<file path="config.mk">
export PLATFORM = sky130hd
export DESIGN_NAME = itdoc_ctrl
export DESIGN_NICKNAME = d
export VERILOG_FILES = /design/src/logic/itdoc_pkg.sv /design/src/logic/itdoc_ctrl.sv
export SDC_FILE = /design/constraint.sdc
export NUM_CORES = 1
export LEC_CHECK = 0
export ABC_AREA = 1
export ABC_CLOCK_PERIOD_IN_PS = 4340
export BUFFER_PORTS_ARGS = -buffer_cell sky130_fd_sc_hd__buf_2
export CAP_MARGIN = 20
export CELL_PAD_IN_SITES_DETAIL_PLACEMENT = 0
export CELL_PAD_IN_SITES_GLOBAL_PLACEMENT = 1
export CORE_UTILIZATION = 34
export DETAILED_ROUTE_END_ITERATION = 12
export GPL_ROUTABILITY_DRIVEN = 0
export MAX_ROUTING_LAYER = met4
export PLACE_DENSITY = 0.64
export SETUP_SLACK_MARGIN = 0.4
export SKIP_LAST_GASP = 1
export SLEW_MARGIN = 25
export SYNTH_ARGS = -nofsm -noshare
export SYNTH_HDL_FRONTEND = slang
export SYNTH_SLANG_ARGS = --single-unit
</file>
<file path="constraint.sdc">
create_clock -name clk_sys -period 4.34 [get_ports clk_sys]
set_input_delay 0.651 -clock clk_sys [delete_from_list [all_inputs] [get_ports clk_sys]]
set_output_delay 0.651 -clock clk_sys [all_outputs]
set_load 0.03 [all_outputs]
</file>
<file path="src/logic/itdoc_pkg.sv">
// Constants for the input trim and DC offset correction control block.
// Assumes one sampling-rate clock and the 4-wire serial configuration port.
package itdoc_pkg;
  // Register offsets on the serial configuration port
  localparam logic [14:0] ADDR_INPUT_IMBALANCE_TRIM = 15'h0014;
  localparam logic [14:0] ADDR_OFFSET_FILTER_MODE = 15'h003D;
  // Reset values
  localparam logic [7:0] RST_INPUT_IMBALANCE_TRIM = 8'h00;
  localparam logic [7:0] RST_OFFSET_FILTER_MODE = 8'h00;
  // Field positions
  localparam int AMP_TRIM_LSB = 4;
  localparam int PHASE_TRIM_LSB = 0;
  localparam int TIME_CONST_LSB = 1;
  localparam int CORR_ON_BIT = 0;
  // Reserved amplitude code, largest phase step count
  localparam logic [2:0] AMP_CODE_RESERVED = 3'h4;
  localparam logic [2:0] PHASE_STEPS_MAX = 3'h7;
  // Time constants at 250 MSPS, in ns, per setting 00..11
  localparam int TAU_NS_00 = 17000;
  localparam int TAU_NS_01 = 130000;
  localparam int TAU_NS_10 = 1100000;
  localparam int TAU_NS_11 = 8400000;
  localparam int SAMPLE_PERIOD_NS = 4;
  // Nearest power-of-two averaging shift for each time constant
  localparam logic [4:0] SHIFT_00 = 5'h0C;
  localparam logic [4:0] SHIFT_01 = 5'h0F;
  localparam logic [4:0] SHIFT_10 = 5'h12;
  localparam logic [4:0] SHIFT_11 = 5'h15;
  localparam int SHIFT_MAX = 21;
  // Serial frame layout: R/W bit, 15 address bits, 8 data bits
  localparam logic [4:0] FRAME_HDR_LAST = 5'h0F;
  localparam logic [4:0] FRAME_LAST = 5'h17;
endpackage : itdoc_pkg

</file>
<file path="src/logic/itdoc_ctrl.sv">
// Input imbalance trim registers, serial configuration slave and DC
// offset correction high-pass filter. Assumes clk_sys is the sample clock
// and the serial pins are asynchronous to it (sclk well below clk_sys/4).
`timescale 1ns/1ps
module itdoc_ctrl #(
  parameter int SAMPLE_W = 14
) (
  // Clock and reset
  input wire logic clk_sys,
  input wire logic rst_n,
  // Serial configuration port
  input wire logic spi_csb_n,
  input wire logic spi_sclk,
  input wire logic spi_sdi,
  output logic spi_sdo,
  output logic spi_sdo_oe,
  // Analog trim controls
  output logic [2:0] amplitude_trim,
  output logic amp_pos_leg_up,
  output logic [1:0] amp_step,
  output logic [3:0] phase_trim,
  output logic phase_cap_neg,
  output logic [2:0] phase_cap_steps,
  // Sample stream
  input wire logic sample_valid,
  input wire logic signed [SAMPLE_W-1:0] sample_in,
  output logic out_valid,
  output logic signed [SAMPLE_W-1:0] sample_out
);
  localparam int ACC_W = SAMPLE_W + itdoc_pkg::SHIFT_MAX + 1;

  logic [7:0] input_imbalance_trim;
  logic [7:0] offset_filter_mode;
  logic [1:0] offset_filter_time_const;
  logic offset_correction_on;
  logic [2:0] csb_sync;
  logic [2:0] sclk_sync;
  logic [1:0] sdi_sync;
  logic [4:0] bit_cnt;
  logic [22:0] shreg;
  logic [7:0] dout;
  logic rd_phase;
  logic sclk_rise;
  logic sclk_fall;
  logic [4:0] shift;
  logic signed [ACC_W-1:0] acc;
  logic signed [ACC_W-1:0] est_wide;
  logic signed [SAMPLE_W-1:0] est;

  // Clamp a wider difference to the sample range
  function automatic logic signed [SAMPLE_W-1:0] itdoc_sat(
    input logic signed [SAMPLE_W:0] v
  );
    logic signed [SAMPLE_W:0] hi;
    logic signed [SAMPLE_W:0] lo;
    hi = (SAMPLE_W+1)'((1 <<< (SAMPLE_W-1)) - 1);
    lo = -hi - (SAMPLE_W+1)'(1);
    if (v > hi)
    begin
      itdoc_sat = hi[SAMPLE_W-1:0];
    end
    else if (v < lo)
    begin
      itdoc_sat = lo[SAMPLE_W-1:0];
    end
    else
    begin
      itdoc_sat = v[SAMPLE_W-1:0];
    end
  endfunction : itdoc_sat

  // Register fields
  assign amplitude_trim = input_imbalance_trim[itdoc_pkg::AMP_TRIM_LSB +: 3];
  assign phase_trim = input_imbalance_trim[itdoc_pkg::PHASE_TRIM_LSB +: 4];
  assign offset_filter_time_const =
    offset_filter_mode[itdoc_pkg::TIME_CONST_LSB +: 2];
  assign offset_correction_on = offset_filter_mode[itdoc_pkg::CORR_ON_BIT];

  // Amplitude decode; the reserved code is held at no trim for safety
  always_comb
  begin
    amp_pos_leg_up = amplitude_trim[2];
    if (amplitude_trim == itdoc_pkg::AMP_CODE_RESERVED)
    begin
      amp_step = 2'h0;
    end
    else
    begin
      amp_step = amplitude_trim[1:0];
    end
  end

  // Phase decode: 8 and up loads the negative input, steps capped at 7
  always_comb
  begin
    phase_cap_neg = phase_trim[3];
    if (!phase_trim[3])
    begin
      phase_cap_steps = phase_trim[2:0];
    end
    else if (phase_trim == 4'hF)
    begin
      phase_cap_steps = itdoc_pkg::PHASE_STEPS_MAX;
    end
    else
    begin
      phase_cap_steps = phase_trim[2:0] + 3'h1;
    end
  end

  // Two-stage synchronisers; only stages 1 and 2 feed logic
  always_ff @(posedge clk_sys)
  begin
    if (!rst_n)
    begin
      csb_sync <= 3'h7;
      sclk_sync <= 3'h0;
      sdi_sync <= 2'h0;
    end
    else
    begin
      csb_sync <= {csb_sync[1:0], spi_csb_n};
      sclk_sync <= {sclk_sync[1:0], spi_sclk};
      sdi_sync <= {sdi_sync[0], spi_sdi};
    end
  end

  assign sclk_rise = sclk_sync[1] & ~sclk_sync[2] & ~csb_sync[1];
  assign sclk_fall = ~sclk_sync[1] & sclk_sync[2] & ~csb_sync[1];

  // Frame shifter; reads return the whole stored byte, reserved bits too
  always_ff @(posedge clk_sys)
  begin
    if (!rst_n || csb_sync[1])
    begin
      bit_cnt <= 5'h00;
      shreg <= 23'h000000;
      dout <= 8'h00;
      rd_phase <= 1'b0;
    end
    else if (sclk_rise)
    begin
      shreg <= {shreg[21:0], sdi_sync[1]};
      if (bit_cnt != 5'h1F)
      begin
        bit_cnt <= bit_cnt + 5'h01;
      end
      if (bit_cnt == itdoc_pkg::FRAME_HDR_LAST && shreg[14])
      begin
        rd_phase <= 1'b1;
        unique case ({shreg[13:0], sdi_sync[1]})
          itdoc_pkg::ADDR_INPUT_IMBALANCE_TRIM: dout <= input_imbalance_trim;
          itdoc_pkg::ADDR_OFFSET_FILTER_MODE: dout <= offset_filter_mode;
          default: dout <= 8'h00;
        endcase
      end
    end
    else if (sclk_fall && rd_phase && bit_cnt > 5'h10)
    begin
      dout <= {dout[6:0], 1'b0};
    end
  end

  assign spi_sdo = dout[7];
  assign spi_sdo_oe = rd_phase;

  // Register writes commit on the last data bit of a write frame
  always_ff @(posedge clk_sys)
  begin
    if (!rst_n)
    begin
      input_imbalance_trim <= itdoc_pkg::RST_INPUT_IMBALANCE_TRIM;
      offset_filter_mode <= itdoc_pkg::RST_OFFSET_FILTER_MODE;
    end
    else if (sclk_rise && !csb_sync[1] &&
             bit_cnt == itdoc_pkg::FRAME_LAST && !shreg[22])
    begin
      if (shreg[21:7] == itdoc_pkg::ADDR_INPUT_IMBALANCE_TRIM)
      begin
        input_imbalance_trim <= {shreg[6:0], sdi_sync[1]};
      end
      if (shreg[21:7] == itdoc_pkg::ADDR_OFFSET_FILTER_MODE)
      begin
        offset_filter_mode <= {shreg[6:0], sdi_sync[1]};
      end
    end
  end

  // Time constant setting to averaging shift, about log2 of tau/sample period
  always_comb
  begin
    unique case (offset_filter_time_const)
      2'b00: shift = itdoc_pkg::SHIFT_00;
      2'b01: shift = itdoc_pkg::SHIFT_01;
      2'b10: shift = itdoc_pkg::SHIFT_10;
      2'b11: shift = itdoc_pkg::SHIFT_11;
    endcase
  end

  assign est_wide = acc >>> shift;
  assign est = est_wide[SAMPLE_W-1:0];

  // Recursive DC average; frozen while correction is off
  always_ff @(posedge clk_sys)
  begin
    if (!rst_n)
    begin
      acc <= '0;
    end
    else if (sample_valid && offset_correction_on)
    begin
      acc <= acc + ACC_W'(sample_in) - ACC_W'(est);
    end
  end

  // Output: corrected or passed straight through
  always_ff @(posedge clk_sys)
  begin
    if (!rst_n)
    begin
      out_valid <= 1'b0;
      sample_out <= '0;
    end
    else
    begin
      out_valid <= sample_valid;
      if (sample_valid)
      begin
        if (offset_correction_on)
        begin
          sample_out <= itdoc_sat((SAMPLE_W+1)'(sample_in) -
                                  (SAMPLE_W+1)'(est));
        end
        else
        begin
          sample_out <= sample_in;
        end
      end
    end
  end

  a_bypass_pass: assert property (@(posedge clk_sys) disable iff (!rst_n)
    sample_valid && !offset_correction_on |=>
    out_valid && sample_out == $past(sample_in))
    else $error("bypass sample not passed unchanged");

  a_corr_applied: assert property (@(posedge clk_sys) disable iff (!rst_n)
    sample_valid && offset_correction_on |=>
    sample_out == itdoc_sat((SAMPLE_W+1)'($past(sample_in)) -
                            (SAMPLE_W+1)'($past(est))))
    else $error("corrected sample wrong");

  a_reset_zero: assert property (@(posedge clk_sys)
    !rst_n |=> input_imbalance_trim == 8'h00 &&
    offset_filter_mode == 8'h00 && !offset_correction_on)
    else $error("registers not cleared by reset");

  a_amp_reserved: assert property (@(posedge clk_sys) disable iff (!rst_n)
    amplitude_trim == 3'h4 |-> amp_step == 2'h0)
    else $error("reserved amplitude code drives trim");

  a_phase_side: assert property (@(posedge clk_sys) disable iff (!rst_n)
    phase_trim != 4'h0 |-> phase_cap_steps != 3'h0 &&
    phase_cap_neg == (phase_trim > 4'h7))
    else $error("phase trim decode wrong");

  a_tc_map: assert property (@(posedge clk_sys) disable iff (!rst_n)
    offset_filter_time_const == 2'b00 |-> shift == 5'h0C)
    else $error("fastest time constant shift wrong");

  c_write_mode: cover property (@(posedge clk_sys) disable iff (!rst_n)
    $rose(offset_correction_on));
  c_read_frame: cover property (@(posedge clk_sys) disable iff (!rst_n)
    $rose(rd_phase));
  c_slow_tc: cover property (@(posedge clk_sys) disable iff (!rst_n)
    offset_correction_on && offset_filter_time_const == 2'b11 &&
    sample_valid);
endmodule : itdoc_ctrl

</file>
==> reports/results.ini <==
[run_status]
status = completed

[sta]
setup_slack_ns = 0.152
hold_viol = 0
rsz0062_at_grt = true
fin_crit_ns = 4.19
finClkSkew_ns = 0.0166
setup-violations-final = 0
hold_ws_ns = 0.411
post-route-period-util_pct = 96.5
max_freq_mhz = 239
worstMarginPinSlew_ns = 0.976
slew_violations = 0
relSlewSlack_pct = 34.6

[placed_design]
pre_cts_slack_ns = -0.294
io_buffers = 50
hpwl_microns = 30200

[finish]
n_antenna_cell = 0
finalNetCount = 1974
fillers = 2951
final_common_cell = nand2_1
multi_input_area_sq_mm = 0.00832
drive_above_1_share_pct = 34.0
final_cell_mix = nand2_1, inv_1, buf_4
regArea_sq_mm = 0.00223
areaGrowthSynthToFinish_pct = 43.3

[pwr]
internal_power_mw = 1.91
p_clk_share_pct = 32.2
p_seq_share_pct = 35.5
p_leak_nw = 6.48
ir_drop_mv = 0.207
power_frac_comb_pct = 32.3
switching_share_pct = 34.3
power.switching_mw = 0.996
power_density_mw_per_mm2 = 200

[detailed_routing]
wl_per_cell_microns = 17.6
num_vias = 11500
ant_nets = 0
initialDrtViolationCount = 722
dr.pass1.iters = 5
route.detailed.drc = 0
via_per_inst = 5.12
wl_microns = 39500

[die]
core_sq_mm = 0.0290
rows = 62
die_x_microns = 175
fp.dieArea_sq_mm = 0.0306
ios = 51
die_y_microns = 175
start_util_pct = 35.0

[logic_synthesis]
ys_ff_latch = 111
synth.distinct_cells = 47
synth_nets = 1738
yosysWarnings = 0
syn_area_per_cell_sq_um = 6.25
synth_edf_count = 0
synthesis.area_sq_mm = 0.0102
seq_area_frac_synth_pct = 21.9
synth_ff_type = dfxtp_1
syn_inst = 1623
ys_async_sr_fraction_pct = 0

[global_route]
grt_pass1_vias = 11200
grt_pass1_wl_microns = 61700
gr-usage-all-layers_pct = 26.8
grtUsageMet2_pct = 42.9
overflow = 0
grt_max_degree = 40
antenna_found_initial = 0
grt_use_met1_pct = 33.9
grt_util_met3_pct = 3.50
top_usage_layer = met2

[worst_hold_path]
holdPathStages = 2
worst_hold_path.endpoint = sclk_sync[1]$_SDFF_PN0_
hold_class = flop to flop
min_from = sclk_sync[0]$_SDFF_PN0_

[cts]
cts_buffers = 9
clock-sinks = 111
cts_tree = yes
clk_pin_slew_ns = 0.09
cts_buffer_depth = 2
cts_root_buffer = clkbuf_16
cts_max_level = 3
ctsHoldBuffers = 0
insertion_delay_ns = 0.37

[setup_path]
critPathRequiredTime_ns = 4.62
critPathLaunchType = flop
critPathArrivalTime_ns = 4.46
crit_top_cell = nand2_1
cp_slowest_cell = fa_2
reg2reg_from = offset_filter_mode[2]$_SDFFE_PN0P_
critPathKind = flop to flop
crit_path_max_incr_delay_ns = 0.59
reg2reg_depth = 31
r2r_slack_ns = 0.15
worstSetupEndpointType = flop
regToRegEndpoint = acc[30]$_SDFFE_PN0P_
cp_max_fo = 8
crit_start = offset_filter_mode[2]$_SDFFE_PN0P_

[job]
maxCapViolations = 0

[power by group through the flow]
stage          Sequential (mW)  Combinational [mW]  Clock (mW)
6_report                  1.03               0.940       0.935
5_1_grt                   1.03                1.02       0.999
4_1_cts                   1.03               0.859       0.964
3_5_place_dp              1.06               0.708           0
3_3_place_gp              1.06               0.706           0
2_1_floorplan             1.07               0.370           0
[synthesized netlist by cell type (all sizes together), types with 5 or more instances]
cell type | instances | area, sq um
nand2 | 425 | 1600
nand3 | 93 | 475
dfxtp | 111 | 2220
o211ai | 14 | 105
nor3 | 14 | 75.1
ha | 59 | 738
a21oi | 156 | 796
fa | 36 | 721
buf | 30 | 191
o21ai | 197 | 990
mux2i | 5 | 50.1
clkbuf | 37 | 139
xnor2 | 5 | 43.8
inv | 234 | 878
nand4 | 21 | 131
nor2 | 122 | 468
o21bai | 9 | 67.6
a31oi | 5 | 31.3
xor2 | 20 | 175
[repair_timing]
action                                  in CTS  in global routing
gates resized for setup                    311                154
endpoints found under the setup margin      46                 47
buffers inserted                            22                 15
pin swaps                                  108                 79
gates cloned                                 4                  3
[registers in the layout (all words and copies together), names as in the netlist]
signal,count
sample_out,14
offset_filter_mode,8
csb_sync,2
dout,8
shreg,23
bit_cnt,5
sclk_sync,3
sdi_sync,2
spi_sdo_oe,1
out_valid,1
input_imbalance_trim,8
acc,36
[area by class of cell]
| class | count | area share (%) |
|---|---|---|
| Clock inverter | 6 | 0.516 |
| Tap cell | 384 | 3.30 |
| Sequential cell | 111 | 15.3 |
| Timing Repair Buffer | 290 | 15.9 |
| Clock buffer | 10 | 1.64 |
| Multi-Input combinational cell | 1211 | 57.2 |
| Inverter | 236 | 6.12 |
[metal layers]
layer	part of all wire (%)	wire length [microns]
met1	45	17700
met2	46	18300
met3	4.5	1790
met4	4.1	1630
met5	0	0
[metrics by stage]
stage / instance area, sq um / std cells / setup TNS [ns] / total power, mW / util [%]
CTS: 13800 / 2230 / 0 / 2.86 / 47.6
global route: 14500 / 2248 / -0.441 / 3.05 / 50.1
global placement: 12100 / 2188 / -3.31 / 1.76 / 41.8
detailed placement: 12100 / 2188 / -4.05 / 1.76 / 41.8
finish: 14500 / 2248 / 0 / 2.91 / 50.1
floorplan: 10200 / 1623 / 0 / 1.44 / -
[worst max-delay path: cells and delay by family (launching register included)]
family | cells | cell delay [ns]
and+or+nand+nor | 17 | 1.42
AOI/OAI and AO/OA | 4 | 0.46
adders and majority gates | 3 | 0.98
buffers and inverters | 7 | 0.92
DFF | 1 | 0.34
[cells by family (layout without fill, tap and decap cells)]
logic type / after synthesis / after routing / synth area share [%]
flip-flops: 111 / 111 / 21.9
AND/OR/NAND/NOR: 688 / 688 / 28.4
buffers and inverters: 303 / 542 / 12.0
XOR/XNOR: 25 / 25 / 2.16
multiplexers: 5 / 5 / 0.493
adder cells (fa/ha/maj): 95 / 95 / 14.4
AO/OA/AOI/OAI: 396 / 398 / 20.7
[worst max-delay path by stage]
stage	slack [ns]	cells past startpoint	to
global route	-0.08	29	acc[33]$_SDFFE_PN0P_
finish	0.15	31	acc[30]$_SDFFE_PN0P_
CTS	0.15	31	acc[30]$_SDFFE_PN0P_
floorplan	0.46	23	acc[27]$_SDFFE_PN0P_
detailed placement	-0.29	32	acc[30]$_SDFFE_PN0P_
global placement	-0.28	27	acc[29]$_SDFFE_PN0P_
No activity file was read; power rests on OpenSTA's default activity.
